==> src/rtl/bpc_defs.vh <==
`ifndef BPC_DEFS_VH
`define BPC_DEFS_VH
// ----------------------------------------
// register map
// ----------------------------------------
`define BPC_ADDR_CTRL 32'h0000_0000
`define BPC_ADDR_POL 32'h0000_0004
`define BPC_ADDR_LATCH 32'h0000_0008
`define BPC_ADDR_MASK 32'h0000_000F
// ----------------------------------------
// field positions
// ----------------------------------------
`define BPC_BIT_BYPASS 12
`define BPC_BIT_SRC 11
`define BPC_BIT_FWLVL 10
`define BPC_BIT_OUT 9
`define BPC_BIT_OVRD 8
`define BPC_WAKE_MSB 1
`define BPC_NWAKE 2
`define BPC_CLR_MSB 17
`define BPC_CLR_LSB 16
// ----------------------------------------
// responses and counts
// ----------------------------------------
`define BPC_RESP_OKAY 2'h0
`define BPC_RESP_SLVERR 2'h2
`define BPC_FILT_W 4
`define BPC_FILT_MAX 4'hF
`endif

==> src/rtl/bpc_top.v <==
// How it works
// - control bit 12 set bypasses wake input filters; cleared by battery reset or a firmware write of 0, not by system reset
// - bit 11 picks firmware bit or wake inputs ORed with override input to drive power enable
// - bit 10 sets power enable level when firmware source and main power good
// - read-only bit 9 shows power enable output level
// - read-only bit 8 shows override input level
// - bits 1:0 show latched or live wake inputs after polarity
// - status bits follow pins and output logic after reset, not constants
`include "bpc_defs.vh"
module bpc_top (
  // clock and resets
  input wire CLK_SYS_I,
  input wire RST_N_I,
  input wire BAT_RST_N_I,
  // pins
  input wire [1:0] WAKE_INPUTS_N_I,
  input wire OVERRIDE_INPUT_I,
  input wire MAIN_POWER_GOOD_I,
  output reg POWER_ENABLE_OUTPUT_O,
  // axi4-lite write
  input wire [31:0] AWADDR_I,
  input wire AWVALID_I,
  output wire AWREADY_O,
  input wire [31:0] WDATA_I,
  input wire [3:0] WSTRB_I,
  input wire WVALID_I,
  output wire WREADY_O,
  output reg [1:0] BRESP_O,
  output reg BVALID_O,
  input wire BREADY_I,
  // axi4-lite read
  input wire [31:0] ARADDR_I,
  input wire ARVALID_I,
  output wire ARREADY_O,
  output reg [31:0] RDATA_O,
  output reg [1:0] RRESP_O,
  output reg RVALID_O,
  input wire RREADY_I
);
  // ----------------------------------------
  // pin synchronisers, three stages
  // ----------------------------------------
  reg [1:0] wk_s1_q, wk_s2_q, wk_s3_q;
  reg [2:0] pin_s1_q, pin_s2_q, pin_s3_q;
  always @(posedge CLK_SYS_I) begin
    wk_s1_q <= WAKE_INPUTS_N_I;
    wk_s2_q <= wk_s1_q;
    wk_s3_q <= wk_s2_q;
    pin_s1_q <= {MAIN_POWER_GOOD_I, OVERRIDE_INPUT_I, 1'b0};
    pin_s2_q <= pin_s1_q;
    pin_s3_q <= pin_s2_q;
  end
  // ----------------------------------------
  // registers
  // ----------------------------------------
  reg bypass_q;
  reg src_sel_q;
  reg fw_level_q;
  reg [1:0] pol_q;
  reg [1:0] latch_en_q;
  reg [1:0] wake_latched_q;
  reg ovrd_q;
  reg pg_q;
  wire [1:0] wake_live;
  // ----------------------------------------
  // wake input filters, one per input
  // ----------------------------------------
  genvar g;
  generate
    for (g = 0; g < `BPC_NWAKE; g = g + 1) begin : g_wake
      reg [`BPC_FILT_W-1:0] cnt_q;
      reg filt_q;
      wire agree = (wk_s2_q[g] == wk_s3_q[g]);
      wire differs = (wk_s3_q[g] != filt_q);
      always @(posedge CLK_SYS_I) begin
        if (!RST_N_I) begin
          cnt_q <= {`BPC_FILT_W{1'b0}};
          filt_q <= wk_s3_q[g];
        end else if (bypass_q) begin
          cnt_q <= {`BPC_FILT_W{1'b0}};
          if (agree) filt_q <= wk_s3_q[g];
        end else if (!agree || !differs) begin
          cnt_q <= {`BPC_FILT_W{1'b0}};
        end else if (cnt_q == `BPC_FILT_MAX) begin
          cnt_q <= {`BPC_FILT_W{1'b0}};
          filt_q <= wk_s3_q[g];
        end else begin
          cnt_q <= cnt_q + 1'b1;
        end
      end
      // active-low pin asserted reads as 1, then polarity inversion
      assign wake_live[g] = (~filt_q) ^ pol_q[g];
    end
  endgenerate
  // ----------------------------------------
  // output logic and status capture
  // ----------------------------------------
  wire pe_d = (src_sel_q && pg_q) ? fw_level_q : (|wake_live | ovrd_q);
  wire [1:0] wake_view = (latch_en_q & wake_latched_q) | (~latch_en_q & wake_live);
  always @(posedge CLK_SYS_I) begin
    if (pin_s2_q[1] == pin_s3_q[1]) ovrd_q <= pin_s3_q[1];
    if (pin_s2_q[2] == pin_s3_q[2]) pg_q <= pin_s3_q[2];
  end
  always @(posedge CLK_SYS_I) begin
    if (!RST_N_I) POWER_ENABLE_OUTPUT_O <= 1'b0;
    else POWER_ENABLE_OUTPUT_O <= pe_d;
  end
  // ----------------------------------------
  // axi4-lite slave, single outstanding
  // ----------------------------------------
  reg aw_q, w_q;
  reg [31:0] awaddr_q, wdata_q;
  assign AWREADY_O = !aw_q && !BVALID_O;
  assign WREADY_O = !w_q && !BVALID_O;
  assign ARREADY_O = !RVALID_O;
  wire wr_go = aw_q && w_q && !BVALID_O;
  reg wstrb1_q;
  wire wr_ctrl = wr_go && awaddr_q == `BPC_ADDR_CTRL;
  wire ctrl_hit = wr_go && (awaddr_q & ~`BPC_ADDR_MASK) == `BPC_ADDR_CTRL;
  // byte lane 1 holds bits 12:8
  wire wr_b1 = wr_go && awaddr_q == `BPC_ADDR_CTRL && wstrb1_q;
  reg [1:0] wstrb0_q;
  always @(posedge CLK_SYS_I) begin
    if (!RST_N_I) begin
      aw_q <= 1'b0;
      w_q <= 1'b0;
      awaddr_q <= 32'h0000_0000;
      wdata_q <= 32'h0000_0000;
      wstrb1_q <= 1'b0;
      wstrb0_q <= 2'h0;
      BVALID_O <= 1'b0;
      BRESP_O <= `BPC_RESP_OKAY;
    end else begin
      if (AWVALID_I && AWREADY_O) begin
        aw_q <= 1'b1;
        awaddr_q <= AWADDR_I;
      end
      if (WVALID_I && WREADY_O) begin
        w_q <= 1'b1;
        wdata_q <= WDATA_I;
        wstrb1_q <= WSTRB_I[1];
        wstrb0_q <= {1'b0, WSTRB_I[0]};
      end
      if (wr_go) begin
        aw_q <= 1'b0;
        w_q <= 1'b0;
        BVALID_O <= 1'b1;
        BRESP_O <= (awaddr_q == `BPC_ADDR_CTRL || awaddr_q == `BPC_ADDR_POL ||
                    awaddr_q == `BPC_ADDR_LATCH) ? `BPC_RESP_OKAY : `BPC_RESP_SLVERR;
      end else if (BVALID_O && BREADY_I) begin
        BVALID_O <= 1'b0;
      end
    end
  end
  // firmware-facing bits on system reset
  always @(posedge CLK_SYS_I) begin
    if (!RST_N_I || !BAT_RST_N_I) begin
      src_sel_q <= 1'b0;
      fw_level_q <= 1'b0;
    end else if (wr_b1) begin
      src_sel_q <= wdata_q[`BPC_BIT_SRC];
      fw_level_q <= wdata_q[`BPC_BIT_FWLVL];
    end
  end
  // bypass survives system reset, cleared by battery reset or a firmware write of 0
  always @(posedge CLK_SYS_I) begin
    if (!BAT_RST_N_I) bypass_q <= 1'b0;
    else if (wr_b1) bypass_q <= wdata_q[`BPC_BIT_BYPASS];
  end
  // polarity and latch enable live in the battery domain too
  always @(posedge CLK_SYS_I) begin
    if (!BAT_RST_N_I) begin
      pol_q <= 2'h0;
      latch_en_q <= 2'h0;
    end else if (wr_go && wstrb0_q[0]) begin
      if (awaddr_q == `BPC_ADDR_POL) pol_q <= wdata_q[`BPC_WAKE_MSB:0];
      if (awaddr_q == `BPC_ADDR_LATCH) latch_en_q <= wdata_q[`BPC_WAKE_MSB:0];
    end
  end
  // latches catch asserted wake; writing 1 to latch register bit 16 or 17 clears, set wins
  always @(posedge CLK_SYS_I) begin
    if (!RST_N_I) wake_latched_q <= 2'h0;
    else wake_latched_q <= (wake_latched_q &
      ~((wr_go && wstrb0_q[0] && awaddr_q == `BPC_ADDR_LATCH) ? wdata_q[`BPC_CLR_MSB:`BPC_CLR_LSB] : 2'h0)) |
      wake_live;
  end
  // ----------------------------------------
  // read channel
  // ----------------------------------------
  reg [31:0] rd_d;
  always @* begin
    rd_d = 32'h0000_0000;
    case (ARADDR_I)
      `BPC_ADDR_CTRL: begin
        rd_d[`BPC_BIT_BYPASS] = bypass_q;
        rd_d[`BPC_BIT_SRC] = src_sel_q;
        rd_d[`BPC_BIT_FWLVL] = fw_level_q;
        rd_d[`BPC_BIT_OUT] = POWER_ENABLE_OUTPUT_O;
        rd_d[`BPC_BIT_OVRD] = ovrd_q;
        rd_d[`BPC_WAKE_MSB:0] = wake_view;
      end
      `BPC_ADDR_POL: rd_d[`BPC_WAKE_MSB:0] = pol_q;
      `BPC_ADDR_LATCH: rd_d[`BPC_WAKE_MSB:0] = latch_en_q;
      default: rd_d = 32'h0000_0000;
    endcase
  end
  always @(posedge CLK_SYS_I) begin
    if (!RST_N_I) begin
      RVALID_O <= 1'b0;
      RDATA_O <= 32'h0000_0000;
      RRESP_O <= `BPC_RESP_OKAY;
    end else if (ARVALID_I && ARREADY_O) begin
      RVALID_O <= 1'b1;
      RDATA_O <= rd_d;
      RRESP_O <= (ARADDR_I == `BPC_ADDR_CTRL || ARADDR_I == `BPC_ADDR_POL ||
                  ARADDR_I == `BPC_ADDR_LATCH) ? `BPC_RESP_OKAY : `BPC_RESP_SLVERR;
    end else if (RVALID_O && RREADY_I) begin
      RVALID_O <= 1'b0;
    end
  end
  wire unused_ok = wr_ctrl | ctrl_hit | wstrb0_q[1] | pin_s3_q[0];
endmodule
==> config.mk <==
export PLATFORM = sky130hd
export DESIGN_NAME = bpc_top
export DESIGN_NICKNAME = d
export VERILOG_FILES = /design/src/rtl/bpc_top.v
export VERILOG_INCLUDE_DIRS = /design/src /design/src/rtl
export SDC_FILE = /design/constraint.sdc
export NUM_CORES = 1
export LEC_CHECK = 0
export BUFFER_PORTS_ARGS = -buffer_cell sky130_fd_sc_hd__buf_2
export CAP_MARGIN = 5
export CORE_MARGIN = 4
export CORE_UTILIZATION = 45
export CTS_BUF_LIST = sky130_fd_sc_hd__clkbuf_8
export DETAILED_ROUTE_END_ITERATION = 7
export PLACE_DENSITY = 0.82
export SLEW_MARGIN = 20
export SYNTH_ARGS = -nofsm -noshare
export SYNTH_HDL_FRONTEND = slang
export SYNTH_SLANG_ARGS = --single-unit
==> constraint.sdc <==
create_clock -name CLK_SYS_I -period 1.9 [get_ports CLK_SYS_I]
set_input_delay 0.285 -clock CLK_SYS_I [delete_from_list [all_inputs] [get_ports CLK_SYS_I]]
set_output_delay 0.285 -clock CLK_SYS_I [all_outputs]
set_load 0.005 [all_outputs]
==> results.txt, run 1 <==
The setup path with the least slack is of type reg -> reg. Setup violations remaining at the end of the flow were counted as 0. The floorplan step set the die height to 100.4 um.

OpenSTA, run right after detailed placement, puts the worst setup slack at 242.5 ps. The cell area that synthesis handed to floorplanning was 3845 um2. Dividing the detail-routed wire length by the instance count gives 12.79 um. For this block, the routed nets add up to 7994 um of wire. Power spread over the standard cell area amounts to 837.0 nW/um2. TritonCTS built the clock tree. The commonest cells after synthesis are 110 x nand2_1, 84 x dfxtp_1, 42 x a21boi_0, 27 x buf_4, 20 x nor2_1. After clock tree synthesis, the repair step resized 0 gates.

The number of placement rows was 33. The post-route antenna net violation count came out at 0. The run gives 0 as the total count of max-transition violations in the final report. The netlist uses 36 different library cells. The proportion of synthesized flip-flops having asynchronous set or reset is 0, and the leakage power total is 1.911 nW. The most common cell in the netlist was nand2_1.

The run gives 0.5473 as the post-layout utilization of the core. Static timing analysis puts the maximum clock frequency at 609.5 MHz. The max-cap violation count is 0, and the peak supply drop is 0.0005117 V.

The first global-routing pass estimated 12760 um of wire. The area of the core is 8258 um2, and the via-per-instance ratio is 4.850. Between clock sinks in the finished design, the worst skew comes to 12.51 ps.

The die width works out to 100.4 um. The number of post-CTS setup repair buffers was 0. Yosys mapped a number of flops with a built-in enable equal to 4. The tools report the gate count of the mapped netlist as 420. At the worst endpoint, the arrival time is 1870 ps. The logs give 4 for the first-pass detailed-route iteration total and 0 for the count of yosys warnings during synthesis. Setup repair after global routing left no endpoint under its margin.

Fraction of layout instances using a drive strength above 1: 0.2577. The post-route clock period utilization was 0.8635; the residual DRC count was 0. Total power for the finished layout comes to 3.783 mW. In this run, synthesis produced a sequential element count of 88. The clock insertion delay at the later pin of the skew report came out at 360 ps.

Relative to the synthesized area, the layout overhead comes to 17.54%. The run finished with clean final reports. For the sequential element share of the synthesized area, the log shows 0.4686.

The top cell type by total area after synthesis was dfxtp_1. The number of failing hold endpoints at the final stage was 0. The logs give 0 for the number of antenna diodes and 0.8320 for the final RePlAce weighted congestion. For the sum of net half-perimeters after detailed placement, the log shows 6072 um. The logs give 259.3 ps for the worst setup slack after layout and 0.1581 for the global routing usage summed across all routing layers. In the synthesized netlist the dominant register cell turns out to be dfxtp_1. For the data required time of the critical path, the log shows 2130 ps. The capturing element type of the critical path is a flop. The tools report the buffer type at the clock tree root as clkbuf_8. The clock passes through at most 2 buffers. The average size of a mapped cell was 9.155 um2; the starting density of the core was 0.4656.

By area the synthesized netlist is led by dfxtp_1 44%, nand2_1 11%, a21boi_0 8.2%, nor4_4 5.5%, buf_4 5.3%. Global routing finished with a remaining overflow of 0. For the number of nets at the end of the flow, the log shows 629.

The tree built by TritonCTS fans out to 88 sinks. For the top-level I/O count, the log shows 154. The maximum number of pins on one net before global-route repair is 42. The H-tree was split into 3 levels. The final period demand of the worst path is 1641 ps. For the final routed database, the setup TNS stands at 0 ps. The via count of the routed design was 3031; the number of buffers created by CTS was 9.

In this run, the number of DRC markers left after iteration 0 of detailed routing was 94. The nature of the critical path startpoint was a flop. Hold repair after CTS inserted 0 buffers.

The number of global-route vias before repair is 2900, and the overall die area is 10090 um2. For the number of antenna violations at the first check in global routing, the log shows 0. Of all nets on the critical path, the largest fanout is 4. Worst min-delay path class: in -> reg. During placement, the flow inserted port buffers numbering 99. The area share of the largest cell type after synthesis is 0.4374. Clock-pin slew was measured on the worst setup and hold paths at 100 ps.
power by group:
group / total (mW) / internal [mW] / switching, mW
combinational: 0.462 / 0.213 / 0.249
sequential: 2.04 / 1.96 / 0.0872
clock: 1.28 / 0.610 / 0.666
final timing paths:
| path | start | to | slack, ps | cells past startpoint |
|---|---|---|---|---|
| setup reg to reg | awaddr_q[24]$_SDFFE_PN0P_ | wake_latched_q[0]$_SDFF_PN0_ | 260 | 4 |
| hold / removal | OVERRIDE_INPUT_I | pin_s1_q[1]$_DFF_P_ | 30 | 1 |
| setup / recovery | awaddr_q[24]$_SDFFE_PN0P_ | wake_latched_q[0]$_SDFF_PN0_ | 260 | 4 |
| hold reg to reg | wk_s1_q[1]$_DFF_P_ | wk_s2_q[1]$_DFF_P_ | 330 | 0 |
per-layer routing:
metal	vias to the layer above	wire length [um]	track usage
met5	-	0	0
met3	11	590	0.03336
met4	0	141	0.07668
met2	85	3980	0.2742
li1	1549	-	-
met1	1386	3282	0.1847
critical path, stage by stage, from the launching register on:
cell and delay, ps:
dfxtp_1 350, nor4_4 350, nand4_4 200, nor4_4 460, a31oi_1 170
through the flow:
| stage | area, um2 | hold slack, ps | cells |
|---|---|---|---|
| 2_1_floorplan | 3943 | 309.6 | 446 |
| 3_3_place_gp | 4325 | 313.7 | 609 |
| 3_5_place_dp | 4325 | 312.1 | 609 |
| 4_1_cts | 4519 | 21.96 | 625 |
| 5_1_grt | 4519 | 16.45 | 625 |
| 6_report | 4519 | 31.32 | 625 |
flip-flops by register name, summed over array words and instances (netlist names), 2 cells and up:
signal / cells
RDATA_O: 7
awaddr_q: 32
g_wake.cnt_q: 8
g_wake.filt_q: 2
latch_en_q: 2
pin_s1_q: 2
pin_s2_q: 2
pin_s3_q: 2
pol_q: 2
wake_latched_q: 2
wdata_q: 7
wk_s1_q: 2
wk_s2_q: 2
wk_s3_q: 2
cell families after synthesis:
kind of cell	Yosys count	synth area share
simple gates	177	0.2545
flops	88	0.4686
compound gates	77	0.1419
buf+inv	56	0.08200
xor+xnor	12	0.02733
mux	7	0.01822
fa+ha+maj	2	0.006507
other cells	1	0.0009753
layout make-up:
cell class	instances	area, um2
tap	105	131.4
sequential	88	1802
clock inverter	7	70.07
inverter	11	41.29
clock buffer	9	123.9
fill	751	3739
multi-input combinational	302	1826
timing repair buffer	103	525.5
layout by cell type (no fill, tap or decap), drive strengths merged, types with 3 or more instances in the layout:
cell type	instances
a21boi	42
xnor2	6
and2	7
inv	13
o31ai	7
a21oi	6
nor2	20
mux2i	7
nand2b	4
edfxtp	4
conb	27
clkbuf	9
a31oi	5
clkinv	3
nand4	4
xor2	6
nand3	8
dfxtp	84
o21ai	11
nor4	17
buf	103
nand2	110
(Power assumes the default switching activity.)
==> run 2, diff against run 1 <==
--- a/config.mk
+++ b/config.mk
@@ -9,10 +9,10 @@
 export BUFFER_PORTS_ARGS = -buffer_cell sky130_fd_sc_hd__buf_2
 export CAP_MARGIN = 5
 export CORE_MARGIN = 4
-export CORE_UTILIZATION = 45
+export CORE_UTILIZATION = 50
 export CTS_BUF_LIST = sky130_fd_sc_hd__clkbuf_8
 export DETAILED_ROUTE_END_ITERATION = 7
-export PLACE_DENSITY = 0.82
+export PLACE_DENSITY = 0.89
 export SLEW_MARGIN = 20
 export SYNTH_ARGS = -nofsm -noshare
 export SYNTH_HDL_FRONTEND = slang
==> run 2 against run 1 <==
  * Clock skew grew 1.0 ps
  * Setup slack lost 50 ps
  * Core utilization grew 6.9 points
  * Worst hold slack gained 7.9 ps
  * Non-clock buffer count grew 1
  * Via count grew 1.3%
  * Highest routed layer unchanged
==> results.txt, run 2 (synthesis results as in run 1) <==
The run finished with clean final reports. Category of the critical setup timing path: reg -> reg. The clock transition at the register clock pins on the worst setup and hold paths after CTS is 90 ps (about the same), and the sum of negative setup slack is 0 ps (unchanged). The post-synthesis to final-layout area growth is 18.13%, and the peak supply drop is 0.0004386 V (-14%). For the total of cells resized after clock tree synthesis, the log shows 0 (unchanged).

The flip-flop count of the largest register after layout is 32 (unchanged), and the leakage power total is 1.925 nW (+0.71%). The critical path goes through nor4_4, nand4_4, nor4_4, mux2i_1. The post-layout utilization of the core was 0.6163 (+0.06903); the sink count of the clock tree was 88 (unchanged).

The number of post-CTS setup repair buffers came out at 0 (unchanged). The aggregate routed wire length came out at 7874 um (-1.5%). The quantity of I/O buffers inserted on ports came out at 99 (unchanged). The worst path buffer plus inverter count works out to 0 (unchanged). The final period demand of the worst path was 1690 ps (+49.73 ps); the global routing usage summed across all routing layers was 0.1766 (+0.01853).

The worst hold path belongs to the class in -> reg. The first-pass GRT wire length was 12750 um (about the same). For the portion of total power attributed to the clock network, the log shows 0.348 (+0.011). Share of total power in sequential cells: 0.532 (-0.008). The fraction of layout instances using a drive strength above 1 was 0.2591 (+0.001425); the number of antenna diodes was 0 (unchanged). The power density over cell area was 846.8 nW/um2 (+1.2%). On the critical path the largest part of the delay comes from simple AND/OR/NAND/NOR gates. The tools report the number of failing hold endpoints at the final stage as 0 (unchanged).

STA classifies the critical path endpoint as a flop. TritonCTS built the clock tree. The chip height came out at 95.69 um (-4.7%).

The max-cap violation count came out at 0 (unchanged). The logs give 2180 ps (+50 ps) for the data required time of the critical path and 2 (unchanged) for the maximum number of buffers from clock root to sink. The register-to-register setup slack was 210 ps (-50 ps). The residual DRC count is 0 (unchanged), and the maximum number of pins on one net before global-route repair is 38 (-9.5%). The number of buffers created by CTS is 9 (unchanged), and the met1 demand-to-capacity share in global routing is 0.2080 (+0.02322). The tools report the number of design-rule violations left by the first detailed-router iteration as 140 (+49%). The largest register by flop count is awaddr_q.

The switching part of the total came out at 0.2493 (-0.01573). Buffer type at the clock tree root: clkbuf_8. The die width was 95.69 um (-4.7%). The worst setup path is launched from a flop. The global routing's busiest layer was met2. Setup repair after global routing left no endpoint under its margin. Sum of net half-perimeters after detailed placement: 6158 um (+1.4%). The total count of max-transition violations in the final report is 0 (unchanged), and the detail-routed net length per standard cell is 12.70 um (-0.71%). The post-route antenna net violation count was 0 (unchanged). Starting density of the core: 0.5217 (+0.05613). The post-placement worst setup slack is 149.4 ps (-93.07 ps), and the largest fanout on the critical path is 4 (unchanged). The net switching component of the power was 958.7 uW (-4.4%); the worst setup slack after layout was 209.5 ps (-49.73 ps).

The maximum clock skew at final layout was 13.55 ps (+1.043 ps); the final RePlAce weighted congestion was 0.8273 (-0.56%). The via-per-instance ratio came out at 4.950 (+2.1%). For the via count of the routed design, the log shows 3069 (+1.3%). On the critical path, the stage with the largest delay is an instance of nor4_4. The worst hold slack after final layout is 39.26 ps (+7.943 ps). The critical path's most frequent cell was nor4_4. The post-route clock period utilization is 0.8897 (+0.02618), and the design internal power is 2.887 mW (+3.8%). The upper clock frequency limit was 591.6 MHz (-2.9%). The logs give 0.03362 (+0.0002635) for the global-route track usage on met3 and 350 ps (about the same) for the clock insertion delay at the later pin of the skew report. The number of global-route vias before repair is 2940 (+1.4%), and the number of nets at the end of the flow is 630 (+0.16%).

The combinational fraction of design power is 0.121 (about the same). For the overall die area, the log shows 9157 um2 (-9.2%). The largest registers in the layout are awaddr_q x32, g_wake.cnt_q x8. The area of the core is 7370 um2 (-11%). In the layout the commonest cells are 110 x nand2_1, 99 x buf_2, 84 x dfxtp_1. The residual overflow from global routing was 0 (unchanged); the quantity of hold-fixing buffers added after cts was 0 (unchanged). The data arrival at the endpoint of the critical path was 1970 ps (+100 ps).

The top-level I/O count is 154 (unchanged), and the global-route track usage on met2 is 0.3063 (+0.03210). The tools report the first-pass detailed-route iteration total as 4 (unchanged). The logs give 3 (unchanged) for the number of levels in the clock H-tree and 31 (-6.1%) for the number of placement rows.

The library cell used most frequently in the layout, excluding fill and tap cells, is nand2_1. The number of antenna violations at the first check in global routing is 0 (unchanged). The final count of negative-setup-slack endpoints was 0 (unchanged). The delay of the slowest cell on the worst path came out at 450 ps (about the same).
## run 2: cell types whose count changed in the layout (fill, tap and decap cells not counted)
cell	change
buf_4	+1
clkinv_2	-2
clkbuf_8	+3
inv_6	-2
clkinv_4	+1
## run 2: cell type report
type / count / area, um2
flip-flops and latches: 88 / 1802
inverters: 11 / 41.29
fillers: 639 / 2828
repair buffers: 104 / 533.0
clock inverters: 4 / 51.30
clock buffers: 12 / 165.2
well taps: 99 / 123.9
multi-input cells: 302 / 1826
## run 2: worst paths after layout
path         cells past startpoint                endpoint                 startpoint
max                              4  src_sel_q$_SDFFE_PP0P_  awaddr_q[24]$_SDFFE_PN0P_
min                              1      wk_s1_q[0]$_DFF_P_         WAKE_INPUTS_N_I[0]
max reg2reg                      4  src_sel_q$_SDFFE_PP0P_  awaddr_q[24]$_SDFFE_PN0P_
min reg2reg                      0     pin_s2_q[1]$_DFF_P_        pin_s1_q[1]$_DFF_P_
## run 2: metrics by stage
step           power (mW)  instance area (um2)  std cells
2_1_floorplan       2.418                 3943        446
3_3_place_gp        2.526                 4325        604
3_5_place_dp        2.554                 4325        604
4_1_cts             3.878                 4542        620
5_1_grt             4.048                 4542        620
6_report            3.846                 4542        620
## run 2: metal layers
metal / up-vias / wire length (um) / part of all wire
met3: 13 / 602 / 0.076
met1: 1407 / 3168 / 0.40
met4: 0 / 142 / 0.018
met5: - / 0 / 0
met2: 95 / 3960 / 0.50
li1: 1554 / - / -
## run 2: worst reg2reg max path, delay by kind of cell (launching register included)
kind,cells,cell delay (ps)
simple gates,3,1020
mux,1,270
flops,1,340
## run 2: power by group through the flow
stage	clock, mW	combinational [mW]	sequential, mW
final	1.34	0.464	2.04
after floorplan	0	0.348	2.07
after global placement	0	0.446	2.08
after CTS	1.37	0.468	2.04
after detailed placement	0	0.466	2.09
after global routing	1.46	0.525	2.06
==> run 3, diff against run 2 <==
==> constraint.sdc (replaced) <==
create_clock -name CLK_SYS_I -period 1.65 [get_ports CLK_SYS_I]
set_input_delay 0.2475 -clock CLK_SYS_I [delete_from_list [all_inputs] [get_ports CLK_SYS_I]]
set_output_delay 0.2475 -clock CLK_SYS_I [all_outputs]
set_load 0.005 [all_outputs]
==> run 3 against run 2 <==
  * Via count rose by 0.55%
  * Wire length fell by 0.38%
  * Worst hold slack improved by 89 ps
  * Power rose by 9.3%
  * Clock skew fell by 4.3 ps
  * Sequential share of layout area fell by 0.41 points
  * Largest cell class unchanged
  * Fmax rose by 4.8%
==> results.txt, run 3 (synthesis results as in run 1) <==
The run finished with clean final reports. The post-synthesis to final-layout area growth was 19.52%. The number of failing hold endpoints at the final stage is 0 (unchanged), and the power density over cell area is 914.6 nW/um2 (+8.0%). The number of global-route vias before repair is 2950 (+0.34%), and the chip height is 95.69 um (unchanged). The global routing stage identified its most utilized layer as met2. The met1 demand-to-capacity share in global routing is 0.1913 (-0.01664), and the worst setup slack after layout is 37.36 ps (-172.2 ps).

The leakage power total came out at 1.952 nW (+1.4%). The number of antenna diodes is 0 (unchanged), and the quantity of I/O buffers inserted on ports is 99 (unchanged). The clock transition at the register clock pins on the worst setup and hold paths after CTS is 90 ps (about the same). The data required time of the critical path is 1940 ps (-240 ps), and the max-cap violation count is 0 (unchanged). The switching part of the total was 0.2696 (+0.02033); the top-level I/O count was 154 (unchanged). The peak supply drop is 0.0005348 V (+22%), and the delay of the slowest cell on the worst path is 440 ps (about the same). The run gives 0.560 (+0.028) as the share of total power in sequential cells. The worst min-delay path class was in -> reg.

The signal on the critical path passes through nor4_4, nand4_4, nor4_4, mux2i_1. Buffer type at the clock tree root: clkbuf_8. The run gives 0.133 (+0.012) as the combinational fraction of design power.

The post-route antenna net violation count was 0 (unchanged); the post-placement worst setup slack was 21.94 ps (-127.5 ps). The tools report the post-layout instance area as 4596 um2 (+1.2%). The design internal power is 3.070 mW (+6.3%).

The run gives 31 (unchanged) as the number of placement rows. The run gives 2 (unchanged) as the maximum number of buffers from clock root to sink. The logs give 0.5217 (unchanged) for the starting density of the core and 0 (unchanged) for the final count of negative-setup-slack endpoints. The global routing usage summed across all routing layers was 0.1725 (-0.004125).

The run gives 4380 um2 (+1.3%) as the post-place instance area. The final period demand of the worst path was 1613 ps (-77.82 ps). For the residual overflow from global routing, the log shows 0 (unchanged).

The detail-routed net length per standard cell was 12.49 um (-1.7%). The number of levels in the clock H-tree is 3 (unchanged), and the clock insertion delay at the later pin of the skew report is 360 ps (about the same). The post-route clock period utilization is 0.9774 (+0.08764). The tools report the total power consumption of the routed design as 4.203 mW (+9.3%). For the number of antenna violations at the first check in global routing, the log shows 0 (unchanged). The run gives 638 (+1.3%) as the number of nets at the end of the flow. The worst setup path is captured at a flop. The largest registers in the layout are awaddr_q x32, g_wake.cnt_q x8. The upper clock frequency limit was 620.1 MHz (+4.8%).

The via-per-instance ratio works out to 4.914 (-0.73%). The slowest cell on the critical path is nor4_4. The library cell used most frequently in the layout, excluding fill and tap cells, is nand2_1. The largest register by flop count was awaddr_q. The flip-flop count of the largest register after layout was 32 (unchanged); the sum of net half-perimeters after detailed placement was 6124 um (-0.55%). The largest fanout on the critical path was 4 (unchanged); the residual DRC count was 0 (unchanged).

TritonCTS built the clock tree. The die width was 95.69 um (unchanged); the number of design-rule violations left by the first detailed-router iteration was 64 (-54%). The first-pass GRT wire length is 12410 um (-2.7%), and the net switching component of the power is 1.133 mW (+18%).

The sink count of the clock tree is 88 (unchanged). Setup repair after global routing could not meet its margin everywhere. The tools report the area of the core as 7370 um2 (unchanged).

The tools report the overall die area as 9157 um2 (unchanged). The logs give 9 (unchanged) for the number of buffers created by CTS and 0 (unchanged) for the total count of max-transition violations in the final report. The global-route track usage on met2 was 0.3063 (unchanged). The number of post-CTS setup repair buffers was 0 (unchanged). The critical path's most frequent cell was nor4_4. The run gives 3086 (+0.55%) as the via count of the routed design. The worst setup path is launched from a flop.

The maximum clock skew at final layout is 9.213 ps (-4.337 ps), and the global-route track usage on met3 is 0.04613 (+0.01251). The category of the critical setup timing path was reg -> reg. The maximum number of pins on one net before global-route repair was 52 (+37%); the fraction of layout instances using a drive strength above 1 was 0.2647 (+0.005533). The final RePlAce weighted congestion came out at 0.8604 (+4.0%). The logs give 4 (unchanged) for the first-pass detailed-route iteration total and 0.307 (-0.041) for the portion of total power attributed to the clock network. For the aggregate routed wire length, the log shows 7844 um (-0.38%). The library cells used most frequently in the layout, excluding fill and tap cells, are 110 x nand2_1, 99 x buf_2, 82 x dfxtp_1. The run gives 1900 ps (-70 ps) as the data arrival at the endpoint of the critical path.
==> run 3: cell types whose count changed in the layout (fill, tap and decap cells not counted) <==
cell / previous run / this run
dlygate4sd3_1: 0 / 4
clkbuf_8: 12 / 9
buf_12: 0 / 2
buf_4: 5 / 7
clkinv_4: 1 / 3
dfxtp_1: 84 / 82
dfxtp_2: 0 / 2
bufinv_16: 1 / 0
inv_1: 11 / 12
inv_4: 0 / 1
==> run 3: power groups by stage <==
stage | combinational [mW] | sequential (mW) | clock (mW)
floorplan | 0.401 | 2.38 | 0
global placement | 0.535 | 2.39 | 0
detailed placement | 0.556 | 2.40 | 0
CTS | 0.564 | 2.35 | 1.33
global route | 0.630 | 2.37 | 1.42
finish | 0.559 | 2.35 | 1.29
==> run 3: what timing repair did <==
item / in CTS / in global routing
gates cloned: 0 / 0
pin swaps: 1 / 6
gates resized for setup: 0 / 2
setup endpoints to repair: 1 / 8
hold buffers: 4 / 0
endpoints found under the hold margin: 4 / 0
==> run 3: layout make-up <==
| class | instances | area, um2 |
|---|---|---|
| fill | 622 | 2774 |
| multi-input combinational | 302 | 1826 |
| sequential | 88 | 1804 |
| timing repair buffer | 112 | 628.1 |
| clock buffer | 9 | 123.9 |
| tap | 99 | 123.9 |
| clock inverter | 7 | 48.80 |
| inverter | 11 | 41.29 |
==> run 3: critical path: cells and delay by family, from the launching register on <==
kind             cells  cell delay, ps
flip-flops           1             340
multiplexers         1             220
AND/OR/NAND/NOR      3             970
==> run 3: metal layers <==
layer  routed length (um)  vias up
met5                    0        -
met4                  176        0
met3                  656       17
met2                 3851      105
met1                 3159     1401
li1                     -     1563
==> run 3: through the flow <==
step / instances / TNS, ps / hold slack (ps) / util
6_report: 628 / 0 / 128.5 / 0.6236
5_1_grt: 628 / -239.2 / 131.5 / 0.6236
4_1_cts: 628 / 0 / 120.4 / 0.6233
3_5_place_dp: 608 / 0 / 312.1 / 0.5944
3_3_place_gp: 608 / 0 / 313.4 / 0.5944
2_1_floorplan: 446 / 0 / 275.2 / -
==> run 3: path summary, 6_finish.rpt <==
kind                            slack (ps)  cells past startpoint                 startpoint                   endpoint
worst min register to register         330                      0         wk_s1_q[1]$_DFF_P_         wk_s2_q[1]$_DFF_P_
worst max-delay path                    40                      4  awaddr_q[19]$_SDFFE_PN0P_      bypass_q$_SDFFE_PN0P_
worst max register to register          40                      4  awaddr_q[19]$_SDFFE_PN0P_      bypass_q$_SDFFE_PN0P_
worst min-delay path                   130                      3               AWADDR_I[15]  awaddr_q[15]$_SDFFE_PN0P_
